**src/shared/ceils_pkg.sv**
```systemverilog
package ceils_pkg;

  // Machine-check option bit positions
  localparam int MC_EN_BIT   = 0;
  localparam int MC_INTERNAL_FAULT_OUT_BIT = 1;
  localparam int MC_REQ_BIT  = 2;
  localparam int MC_OBS_BIT  = 3;

  // Register offsets
  localparam logic [3:0] ADDR_CTRL   = 4'h0;
  localparam logic [3:0] ADDR_MCCFG  = 4'h1;
  localparam logic [3:0] ADDR_STATUS = 4'h2;
  localparam logic [3:0] ADDR_MASK   = 4'h3;
  localparam logic [3:0] ADDR_STATE  = 4'h4;

  // Control field positions
  localparam int CTRL_LIC_BIT = 0;
  localparam int CTRL_NE_BIT  = 1;

  // Status field positions
  localparam int ST_INTERNAL_FAULT_OUT_BIT = 0;
  localparam int ST_INIT_BIT = 1;
  localparam int ST_MC_BIT   = 2;
  localparam int ST_W        = 3;

  // Reset values
  localparam logic [1:0]      CTRL_RST  = 2'h1;
  localparam logic [3:0]      MCCFG_RST = 4'h0;
  localparam logic [ST_W-1:0] MASK_RST  = 3'h0;

  // Reset outputs fall within two clocks; reset clears them asynchronously, through no flop stage
  localparam int RESET_DROP_CYCLES = 2;

  typedef enum logic [1:0] {
    CEILS_LK_IDLE,
    CEILS_LK_HOLD,
    CEILS_LK_WAIT
  } ceils_lock_t;

endpackage
```
**src/design/ceils_sideband.sv**
```systemverilog
// Decided for this implementation: the address map and the plain strobed port.
`timescale 1ns/10ps
// Behaviour
// - Internal fault raises internal_fault_out and holds it until system reset.
// - Internal fault also issues one shutdown transaction request on the bus.
// - Ignore input asserted: pending numeric fault ignored, float execution continues.
// - Ignore input deasserted: pending numeric fault raises exception on next float op.
// - Ignore input has no effect while the numeric fault enable bit is set.
// - Soft init resets integer registers only; caches and float registers kept.
// - After soft init execution resumes at the configured reset vector.
// - Snoop requests keep being serviced while soft init is asserted.
// - Controller disabled: local line 0 is maskable, line 1 is nonmaskable.
// - Local interrupt controller is enabled after reset.
// - Both local interrupt inputs are synchronised before use.
// - Lock held from start of first locked transaction to end of last.
// - Any agent may drive machine check line for unrecoverable errors.
// - Machine check: enable, with internal fault, by requester, by any observer.
// - With reset seen, all bus outputs drop within two clocks.
module ceils_sideband
  import ceils_pkg::*;
(
  // Clock and reset
  input  wire logic             mclk,
  input  wire logic             sys_rst,
  // Register port
  input  wire logic [3:0]       reg_addr,
  input  wire logic [7:0]       reg_wdata,
  input  wire logic             reg_wr,
  input  wire logic             reg_rd,
  output logic      [7:0]       reg_rdata,
  output logic                  irq,
  // Core events
  input  wire logic             core_internal_fault,
  input  wire logic             fp_op_issue,
  input  wire logic             fp_op_error,
  input  wire logic             lock_seq_start,
  input  wire logic             lock_seq_end,
  input  wire logic             bus_req_error,
  input  wire logic             bus_obs_error,
  input  wire logic             snoop_req,
  // Pins
  input  wire logic             ignore_numeric_fault_in,
  input  wire logic             soft_init_n_in,
  input  wire logic [1:0]       local_irq_in,
  input  wire logic             machine_check_fault_in,
  output logic                  internal_fault_out,
  output logic                  shutdown_req,
  output logic                  lock_out,
  output logic                  lock_oe,
  output logic                  machine_check_fault_out,
  output logic                  machine_check_fault_oe,
  // Core side results
  output logic                  fp_exception,
  output logic                  fp_pending,
  output logic                  int_regs_clear,
  output logic                  resume_at_reset_vector,
  output logic                  snoop_ack,
  output logic                  maskable_irq_request,
  output logic                  nmi_request,
  output logic      [1:0]       lic_lines
);

  logic [1:0]      ctrl_reg;
  logic [3:0]      mccfg_reg;
  logic [ST_W-1:0] status_reg;
  logic [ST_W-1:0] mask_reg;
  logic [ST_W-1:0] event_next;
  logic [1:0]      ign_sync_reg;
  logic [1:0]      init_sync_reg;
  logic            init_hist_reg;
  logic [1:0]      mcin_sync_reg;
  logic [1:0]      lint_s1_reg;
  logic [1:0]      lint_s2_reg;
  logic            fault_seen_reg;
  ceils_lock_t     lock_reg;
  logic            mc_next;

  // Two-flop synchronisers, one per local interrupt line
  genvar gi;
  generate
    for (gi = 0; gi < 2; gi++) begin : g_lint
      always_ff @(posedge mclk or posedge sys_rst) begin
        if (sys_rst) begin
          lint_s1_reg[gi] <= 1'b0;
          lint_s2_reg[gi] <= 1'b0;
        end else begin
          lint_s1_reg[gi] <= local_irq_in[gi];
          lint_s2_reg[gi] <= lint_s1_reg[gi];
        end
      end
    end
  endgenerate

  // Other pin synchronisers
  always_ff @(posedge mclk or posedge sys_rst) begin
    if (sys_rst) begin
      ign_sync_reg  <= 2'h0;
      init_sync_reg <= 2'h3;
      mcin_sync_reg <= 2'h3;
    end else begin
      ign_sync_reg  <= {ign_sync_reg[0], ignore_numeric_fault_in};
      init_sync_reg <= {init_sync_reg[0], soft_init_n_in};
      mcin_sync_reg <= {mcin_sync_reg[0], machine_check_fault_in};
    end
  end

  // Control registers
  always_ff @(posedge mclk or posedge sys_rst) begin
    if (sys_rst) begin
      ctrl_reg  <= CTRL_RST;
      mccfg_reg <= MCCFG_RST;
      mask_reg  <= MASK_RST;
    end else if (reg_wr) begin
      if (reg_addr == ADDR_CTRL) begin
        ctrl_reg <= reg_wdata[1:0];
      end
      if (reg_addr == ADDR_MCCFG) begin
        mccfg_reg <= reg_wdata[3:0];
      end
      if (reg_addr == ADDR_MASK) begin
        mask_reg <= reg_wdata[ST_W-1:0];
      end
    end
  end

  // Internal fault latch and shutdown pulse
  always_ff @(posedge mclk or posedge sys_rst) begin
    if (sys_rst) begin
      fault_seen_reg     <= 1'b0;
      internal_fault_out <= 1'b0;
      shutdown_req       <= 1'b0;
    end else begin
      fault_seen_reg     <= fault_seen_reg | core_internal_fault;
      internal_fault_out <= fault_seen_reg | core_internal_fault;
      shutdown_req       <= core_internal_fault & ~fault_seen_reg;
    end
  end

  // Numeric fault tracking
  always_ff @(posedge mclk or posedge sys_rst) begin
    if (sys_rst) begin
      fp_pending   <= 1'b0;
      fp_exception <= 1'b0;
    end else begin
      fp_exception <= 1'b0;
      if (fp_op_issue && fp_pending &&
          (ctrl_reg[CTRL_NE_BIT] || !ign_sync_reg[1])) begin
        fp_exception <= 1'b1;
        fp_pending   <= 1'b0;
      end else if (fp_op_error) begin
        fp_pending <= 1'b1;
      end
    end
  end

  // Soft init handling
  always_ff @(posedge mclk or posedge sys_rst) begin
    if (sys_rst) begin
      init_hist_reg          <= 1'b1;
      int_regs_clear         <= 1'b0;
      resume_at_reset_vector <= 1'b0;
      snoop_ack              <= 1'b0;
    end else begin
      init_hist_reg          <= init_sync_reg[1];
      int_regs_clear         <= ~init_sync_reg[1];
      resume_at_reset_vector <= ~init_hist_reg & init_sync_reg[1];
      snoop_ack              <= snoop_req;
    end
  end

  // Local interrupt routing
  always_ff @(posedge mclk or posedge sys_rst) begin
    if (sys_rst) begin
      maskable_irq_request <= 1'b0;
      nmi_request          <= 1'b0;
      lic_lines            <= 2'h0;
    end else if (ctrl_reg[CTRL_LIC_BIT]) begin
      maskable_irq_request <= 1'b0;
      nmi_request          <= 1'b0;
      lic_lines            <= lint_s2_reg;
    end else begin
      maskable_irq_request <= lint_s2_reg[0];
      nmi_request          <= lint_s2_reg[1];
      lic_lines            <= 2'h0;
    end
  end

  // Atomic lock sequencing
  always_ff @(posedge mclk or posedge sys_rst) begin
    if (sys_rst) begin
      lock_reg <= CEILS_LK_IDLE;
    end else begin
      case (lock_reg)
        CEILS_LK_IDLE: begin
          if (lock_seq_start) begin
            lock_reg <= lock_seq_end ? CEILS_LK_WAIT : CEILS_LK_HOLD;
          end
        end
        CEILS_LK_HOLD: begin
          if (lock_seq_end) begin
            lock_reg <= CEILS_LK_WAIT;
          end
        end
        CEILS_LK_WAIT: lock_reg <= CEILS_LK_IDLE;
        default:       lock_reg <= CEILS_LK_IDLE;
      endcase
    end
  end

  always_comb begin
    lock_out = (lock_reg != CEILS_LK_IDLE);
    lock_oe  = lock_out;
  end

  // Machine check drive
  always_comb begin
    mc_next = mccfg_reg[MC_EN_BIT] &&
              ((mccfg_reg[MC_INTERNAL_FAULT_OUT_BIT] && core_internal_fault) ||
               (mccfg_reg[MC_REQ_BIT] && bus_req_error) ||
               (mccfg_reg[MC_OBS_BIT] && bus_obs_error));
  end

  always_ff @(posedge mclk or posedge sys_rst) begin
    if (sys_rst) begin
      machine_check_fault_out <= 1'b0;
      machine_check_fault_oe  <= 1'b0;
    end else begin
      machine_check_fault_out <= 1'b0;
      machine_check_fault_oe  <= mc_next;
    end
  end

  // Sticky status, write one to clear, set wins
  always_comb begin
    event_next = '0;
    event_next[ST_INTERNAL_FAULT_OUT_BIT] = core_internal_fault;
    event_next[ST_INIT_BIT] = ~init_sync_reg[1];
    event_next[ST_MC_BIT]   = ~mcin_sync_reg[1] | mc_next;
  end

  always_ff @(posedge mclk or posedge sys_rst) begin
    if (sys_rst) begin
      status_reg <= '0;
    end else if (reg_wr && reg_addr == ADDR_STATUS) begin
      status_reg <= (status_reg & ~reg_wdata[ST_W-1:0]) | event_next;
    end else begin
      status_reg <= status_reg | event_next;
    end
  end

  always_comb begin
    irq = |(status_reg & mask_reg);
  end

  // Read port
  always_ff @(posedge mclk or posedge sys_rst) begin
    if (sys_rst) begin
      reg_rdata <= 8'h00;
    end else if (reg_rd) begin
      case (reg_addr)
        ADDR_CTRL:   reg_rdata <= {6'h00, ctrl_reg};
        ADDR_MCCFG:  reg_rdata <= {4'h0, mccfg_reg};
        ADDR_STATUS: reg_rdata <= {5'h00, status_reg};
        ADDR_MASK:   reg_rdata <= {5'h00, mask_reg};
        ADDR_STATE:  reg_rdata <= {3'h0, lock_out, fp_pending, lint_s2_reg,
                                   internal_fault_out};
        default:     reg_rdata <= 8'h00;
      endcase
    end else begin
      reg_rdata <= 8'h00;
    end
  end

  // Checks
  a_fault_holds: assert property (@(posedge mclk) disable iff (sys_rst)
    internal_fault_out |=> internal_fault_out)
    else $error("internal fault dropped before reset");
  a_fault_rises: assert property (@(posedge mclk) disable iff (sys_rst)
    core_internal_fault |=> internal_fault_out)
    else $error("internal fault not raised");
  a_shutdown_once: assert property (@(posedge mclk) disable iff (sys_rst)
    shutdown_req |=> !shutdown_req && internal_fault_out)
    else $error("shutdown pulse wrong");
  a_shutdown_first: assert property (@(posedge mclk) disable iff (sys_rst)
    fault_seen_reg |=> !shutdown_req)
    else $error("second shutdown request");
  a_ignore_holds: assert property (@(posedge mclk) disable iff (sys_rst)
    fp_op_issue && ign_sync_reg[1] && !ctrl_reg[CTRL_NE_BIT] |=> !fp_exception)
    else $error("exception while ignoring");
  a_fp_raise: assert property (@(posedge mclk) disable iff (sys_rst)
    fp_op_issue && fp_pending && (!ign_sync_reg[1] || ctrl_reg[CTRL_NE_BIT])
    |=> fp_exception)
    else $error("missing numeric exception");
  a_fp_clears: assert property (@(posedge mclk) disable iff (sys_rst)
    fp_exception |-> !fp_pending)
    else $error("numeric fault still pending after exception");
  a_init_clear: assert property (@(posedge mclk) disable iff (sys_rst)
    !init_sync_reg[1] |=> int_regs_clear)
    else $error("soft init did not clear");
  a_resume_pulse: assert property (@(posedge mclk) disable iff (sys_rst)
    resume_at_reset_vector |=> !resume_at_reset_vector)
    else $error("resume request longer than one cycle");
  a_snoop_served: assert property (@(posedge mclk) disable iff (sys_rst)
    snoop_req |=> snoop_ack)
    else $error("snoop not served");
  a_lint_route: assert property (@(posedge mclk) disable iff (sys_rst)
    !ctrl_reg[CTRL_LIC_BIT] && $stable(ctrl_reg) |=>
    maskable_irq_request == $past(lint_s2_reg[0]))
    else $error("maskable route wrong");
  a_nmi_route: assert property (@(posedge mclk) disable iff (sys_rst)
    !ctrl_reg[CTRL_LIC_BIT] |=> nmi_request == $past(lint_s2_reg[1]))
    else $error("nonmaskable route wrong");
  a_lint_enabled: assert property (@(posedge mclk) disable iff (sys_rst)
    ctrl_reg[CTRL_LIC_BIT] |=> !maskable_irq_request && !nmi_request)
    else $error("fallback interrupt while controller enabled");
  a_lock_span: assert property (@(posedge mclk) disable iff (sys_rst)
    lock_seq_start |=> lock_out until lock_seq_end)
    else $error("lock dropped early");
  a_lock_release: assert property (@(posedge mclk) disable iff (sys_rst)
    lock_reg == CEILS_LK_WAIT |=> !lock_out)
    else $error("lock not released");
  a_lock_idle: assert property (@(posedge mclk) disable iff (sys_rst)
    lock_reg == CEILS_LK_IDLE && !lock_seq_start |=> !lock_out)
    else $error("lock raised without a locked sequence");
  a_mc_disable: assert property (@(posedge mclk) disable iff (sys_rst)
    !mccfg_reg[MC_EN_BIT] |=> !machine_check_fault_oe)
    else $error("machine check while disabled");
  a_mc_with_fault: assert property (@(posedge mclk) disable iff (sys_rst)
    mccfg_reg[MC_EN_BIT] && mccfg_reg[MC_INTERNAL_FAULT_OUT_BIT] && core_internal_fault
    |=> machine_check_fault_oe && internal_fault_out)
    else $error("machine check missing with internal fault");
  a_mc_observer: assert property (@(posedge mclk) disable iff (sys_rst)
    mccfg_reg[MC_EN_BIT] && mccfg_reg[MC_OBS_BIT] && bus_obs_error |=> machine_check_fault_oe)
    else $error("machine check missing for observed error");
  a_reset_quiet: assert property (@(posedge mclk)
    sys_rst |-> !lock_oe && !machine_check_fault_oe && !internal_fault_out)
    else $error("outputs driven in reset");

  c_fault: cover property (@(posedge mclk) disable iff (sys_rst) shutdown_req);
  c_lock: cover property (@(posedge mclk) disable iff (sys_rst)
    lock_seq_start ##[1:20] lock_seq_end);
  c_fpexc: cover property (@(posedge mclk) disable iff (sys_rst) fp_exception);
  c_irq: cover property (@(posedge mclk) disable iff (sys_rst) irq);
  c_init: cover property (@(posedge mclk) disable iff (sys_rst) resume_at_reset_vector);

endmodule

```
**config.mk**
```make
export PLATFORM = sky130hd
export DESIGN_NAME = ceils_sideband
export DESIGN_NICKNAME = d
export VERILOG_FILES = /design/src/shared/ceils_pkg.sv /design/src/design/ceils_sideband.sv
export SDC_FILE = /design/constraint.sdc
export NUM_CORES = 1
export LEC_CHECK = 0
export BUFFER_PORTS_ARGS = -buffer_cell sky130_fd_sc_hd__clkbuf_2
export CAP_MARGIN = 0
export CORE_UTILIZATION = 49
export DETAILED_ROUTE_END_ITERATION = 8
export PLACE_DENSITY = 0.81
export SLEW_MARGIN = 10
export SYNTH_ARGS = -nofsm -noshare
export SYNTH_HDL_FRONTEND = slang
export SYNTH_SLANG_ARGS = --single-unit
```
**constraint.sdc**
```tcl
create_clock -name mclk -period 1.3 [get_ports mclk]
set_input_delay 0.065 -clock mclk [delete_from_list [all_inputs] [get_ports mclk]]
set_output_delay 0.065 -clock mclk [all_outputs]
set_load 0.02 [all_outputs]
```
* Word level (Yosys, flattened, before mapping)
Cells that the tools add are included.
** Word-level totals
- Flip-flop bits (word level) :: 45
- Bits in latches :: 0
- Memory bits (writable) :: 0
- ROM bits :: 0
- Input bits :: 29
- Output and inout port bits :: 24
- Word-level logic and storage cells :: 78
- Memories kept :: 0
** Operators by class
- Add/sub/neg operators :: 0
- Multipliers :: 0
- Divide/modulo/power cells :: 0
- $lt $le $gt $ge :: 0
- Equality and inequality tests :: 7
- Shift operators :: 0
- Muxes and demuxes :: 13
- Bitwise gates (word level) :: 13
- Reduce and logical (&&, ||, !) cells :: 20
** Operators with widths (number)
- one-hot mux 5 bit (5 select lines) :: 1
- equality test 4 x 2 -> 1 bit (second input constant) :: 2
- 2-to-1 mux 2 bit :: 4
- 2-to-1 mux 8 bit :: 1
- AND reduction 2 bit :: 4
- logical AND 1 bit :: 7
- bitwise AND 3 bit :: 2
- bitwise OR 3 bit :: 2
- 2-to-1 mux 1 bit :: 5
- equality test 4 x 1 -> 1 bit (second input constant) :: 1
- equality test 4 x 3 -> 1 bit (second input constant) :: 1
- logical NOT 4 bit :: 1
- inequality test 2 bit (second input constant) :: 2
- inverter 1 bit :: 4
- one-hot mux 2 bit (2 select lines) :: 1
- nonzero test 2 bit :: 2
- logical OR 1 bit :: 3
- 2-to-1 mux 3 bit :: 1
- inverter 3 bit :: 1
- OR reduction 3 bit :: 1
- bitwise AND 1 bit :: 2
- equality test 2 x 1 -> 1 bit (second input constant) :: 1
- logical NOT 2 bit :: 1
- bitwise OR 1 bit :: 2
- logical NOT 1 bit :: 1

* Longest topological paths before layout
- Word-level depth :: 7
- Mapped depth :: 4
- Mapped depth without buffers :: 3

* Worst setup path before layout
OpenSTA, ideal clock, no wires.
- Kind :: reg-to-reg
- Start :: register mccfg_reg[1]
- End :: register status_reg[2]
- Setup time :: 0.124 ns
- Arrival :: 1.016 ns
- Required time :: 1.176 ns
- Setup slack :: 0.160 ns
- Cell stages (with the launch flop) :: 4
- Buffers on the path :: 0
- Clock period less this slack :: 1.140 ns
- Path through :: dfrtp_1 a222oi_1 nor2b_1 a211o_1
** Between the ends
- Word-level cells in the longest chain between the ends :: 7
- Elaborated cells on any way between the ends :: 8
- Those cells by class :: mux (1); bitwise (3); reduce/logical (4)
** RTL lines
- start: declaration :: line ceils_sideband.sv:64 : logic [3:0] mccfg_reg;
- start signal: assignment :: line ceils_sideband.sv:118 : mccfg_reg <= reg_wdata[3:0];
- logical AND 1 bit * :: line ceils_sideband.sv:218 : ((mccfg_reg[MC_INTERNAL_FAULT_OUT_BIT] && core_internal_fault) ||
- logical OR 1 bit * :: line ceils_sideband.sv:218
- logical OR 1 bit * :: line ceils_sideband.sv:219 : (mccfg_reg[MC_REQ_BIT] && bus_req_error) ||
- logical AND 1 bit * :: line ceils_sideband.sv:217 : mc_next = mccfg_reg[MC_EN_BIT] &&
- via mc_next :: line ceils_sideband.sv:76 : logic mc_next;
- bitwise OR 1 bit * :: line ceils_sideband.sv:238 : event_next[ST_MC_BIT] = ~mcin_sync_reg[1] | mc_next;
- bitwise OR 3 bit (on tied branches) :: line ceils_sideband.sv:247, ceils_sideband.sv:245
- 2-to-1 mux 3 bit * :: line ceils_sideband.sv:244 : end else if (reg_wr && reg_addr == ADDR_STATUS) begin
- end signal: assignment :: line ceils_sideband.sv:245 : status_reg <= (status_reg & ~reg_wdata[ST_W-1:0]) | event_next;
- end signal: assignment :: line ceils_sideband.sv:247 : status_reg <= status_reg | event_next;
- end: declaration :: line ceils_sideband.sv:65 : logic [ST_W-1:0] status_reg;
Mark *: on every way through the listed nets, which the timed path passes. The rest lies on a longest branch.
A chain may end at the register's enable or synchronous reset.

* Worst setup path after layout
- Start :: register mask_reg[0]
- End :: output port irq
** Between the ends
- Word-level cells in the longest chain between the ends :: 2
** RTL lines
- start: declaration :: line ceils_sideband.sv:66 : logic [ST_W-1:0] mask_reg;
- start signal: assignment :: line ceils_sideband.sv:121 : mask_reg <= reg_wdata[ST_W-1:0];
- bitwise AND 3 bit :: line ceils_sideband.sv:252 : irq = |(status_reg & mask_reg);
- OR reduction 3 bit :: line ceils_sideband.sv:252
- end: declaration :: line ceils_sideband.sv:31 : output logic irq,
No other way between the ends.

==> impl_metrics.ini <==
[outcome]
status = finished, violations left
violations = setup timing

[pwr]
p_int_mw = 2.081
comb_power_share_pct = 17.1
p_per_area_mw_per_mm2 = 1328
p_sw_share_pct = 26.50
seqPwrFrac_pct = 54.3
ir_drop_v = 0.001621
p_clk_share_pct = 28.6
p_switching_uw = 750.4
p_total_mw = 2.831
p_leak_nw = 1.014

[cts]
cts.sinks = 42
cts_setup_buffers = 0
cts_tree = yes
clockBufferDepth = 2
cts.htree.levels = 2
clockRootBuffer = clkbuf_4
numCtsBuffers = 5
clk_pin_slew_ps = 120
clk-insertion-delay-late_ps = 350

[route]
drtIter0Drc = 59
wl_per_cell_um = 13.76
via_per_inst = 4.857
drtPass1Iterations = 4
num_vias = 1122
ant_nets = 0
drc = 0
drt-total-wl_mm = 3.178

[cells_and_area]
antennaDiodeCount = 0
fillerInstances = 249
fin_area_mm2 = 0.002132
largest_reg_flops = 5
final_nets = 215
syn2layout_area_growth_pct = 31.08
drive_above_1_share_pct = 42.78

[sta]
rsz0062_at_grt = yes
slew_violations = 0
fin_setup_tns_ps = -126.8
fin_worst_skew_ps = 5.212
layout_setup_ws_ps = -126.8
setup_viol = 1
finalCritPeriodShare_pct = 109.8
min_period_ps = 1427
hold_viol = 0
clock.fmax_ghz = 0.7009

[setup_path]
cp-end-kind = output port
critical_path.slowest_cell = dfrtp_1
critPathTopFamily = flip-flops
cp_max_fo = 3
worstPathCellList = a222oi_1 > inv_1 > buf_2
criticalPathCategory = reg2out
required_ps = 1240
cp.arrival_ps = 1360
path_buf_inv = 2
start_kind = register
critPathMaxStageDelay_ps = 420

[die]
initial_core_util_pct = 52.42
die_h_um = 59.62
core_mm2 = 0.003103
dieArea_mm2 = 0.003554
die_w_um = 59.62
rows = 20
io_pins = 53

[synthesis]
synthTopCellsByArea = dfrtp_1, dfstp_2, mux2_2
ys_seq_area_share_pct = 65.08
synthesis.area_mm2 = 0.001627
yosys_register_bits = 42
synth_cell_types = 29
synth_edf_count = 0
syn_inst = 122
synth_top_area_cell = dfrtp_1
ys_warn_count = 0
synthFlopType = dfrtp_1
syn_avg_cell_area_um2 = 13.33
synthArstFlopShare_pct = 100.0
synth.top_cell.area_share_pct = 55.38

[global_routing]
antenna_found_initial = 0
grt_max_degree = 43
grt_pass1_vias = 1095
grt_pass1_wl_mm = 5.030
grt-ovfl-total = 0
grt_usage_pct = 20.67

[place]
port_buffers = 44
place_hpwl_mm = 2.188
placed_cell_area_mm2 = 0.001893
gp_congestion = 0.9014

[worst_hold_path]
hold_path.class = in2reg

[flow_run]
drv_cap = 0
-- power groups by stage --
stage,clock network (mW),logic (mW),registers [mW]
after floorplan,0,0.258,1.58
after global placement,0,0.426,1.55
after detailed placement,0,0.442,1.56
after CTS,0.821,0.492,1.54
after global routing,0.867,0.527,1.55
final,0.811,0.484,1.54
-- cells by family (layout without fill, tap and decap cells) --
| family | count (synthesis) | count (layout) | share of synthesized area (%) |
|---|---|---|---|
| AOI/OAI and AO/OA | 15 | 15 | 6.770 |
| buffers and inverters | 14 | 76 | 4.769 |
| DFF | 42 | 42 | 65.08 |
| muxes | 14 | 14 | 9.692 |
| other | 1 | 4 | 0.2305 |
| and+or+nand+nor | 36 | 36 | 13.46 |
-- area by class of cell --
| cell class | count | area (µm²) | area share, % |
|---|---|---|---|
| clock buffer | 5 | 37.54 | 1.761 |
| clock inverter | 3 | 40.04 | 1.878 |
| inverter | 6 | 22.52 | 1.056 |
| multi-input combinational | 69 | 504.2 | 23.65 |
| sequential | 42 | 1059 | 49.65 |
| tap | 44 | 55.05 | 2.582 |
| timing repair buffer | 62 | 414.1 | 19.42 |
-- worst register-to-register path, stage by stage (launching register included) --
cell	delay (ps)
dfrtp_1	430
a222oi_1	340
nor2b_1	110
a211o_1	270
-- worst paths after layout --
| path | startpoint | endpoint | slack (ps) | cells past startpoint |
|---|---|---|---|---|
| setup reg to reg | mccfg_reg[1] | status_reg[2] | 60 | 3 |
| hold reg to reg | lint_s1_reg[0] | lint_s2_reg[0] | 360 | 0 |
| hold / removal | reg_wdata[1] | mccfg_reg[1] | 20 | 2 |
| setup / recovery | mask_reg[0] | irq | -130 | 3 |
| max in group asynchronous | sys_rst | mcin_sync_reg[0] | 750 | 4 |
| min in group asynchronous | sys_rst | reg_rdata[3] | 300 | 4 |
-- synthesized netlist by cell type (all sizes together) (3+ instances only) --
cell and n:
buf 8, nand3 4, inv 6, nor2b 5, nand3b 3, a21o 3, mux2 14, a21oi 4
dfrtp 36, nand2 6, nor2 7, dfstp 6
-- cell usage in the layout, fill, tap and decap left out, types with 2 or more instances in the layout --
cell type,n
a222oi_1,2
clkbuf_4,5
a21o_1,3
clkbuf_2,42
nor2b_1,5
nor2_1,7
a32oi_1,2
dfstp_2,6
buf_4,2
nor3_1,2
dfrtp_1,36
nand3_1,3
nand3b_1,3
a21oi_1,4
and2_1,2
nand2_1,6
mux2_2,14
dlygate4sd3_1,15
conb_1,4
clkinv_2,2
inv_1,6
-- per-stage QoR --
| stage | std cells | setup WS, ps | hold slack, ps | util [%] |
|---|---|---|---|---|
| 2_1_floorplan | 125 | 160.5 | 69.48 | - |
| 3_3_place_gp | 208 | 125.7 | 111.5 | 61.01 |
| 3_5_place_dp | 208 | 41.25 | 123.3 | 61.01 |
| 4_1_cts | 232 | -134.3 | 2.668 | 69.03 |
| 5_1_grt | 231 | -208.4 | 16.06 | 68.71 |
| 6_report | 231 | -126.8 | 16.62 | 68.71 |
-- timing repair --
action,4_1_cts,5_1_grt
hold endpoints to repair,59,0
pin swaps,1,2
resized for setup,3,1
setup endpoints to repair,3,3
hold buffers,16,0
-- layer usage --
layer	part of all wire [%]	vias up	global-route usage (%)
met1	39	531	23.39
met2	52	43	34.03
met3	5.3	12	5.459
met4	3.6	0	14.29
li1	-	536	-
met5	0	-	0
No activity file was read; power rests on OpenSTA's default activity.
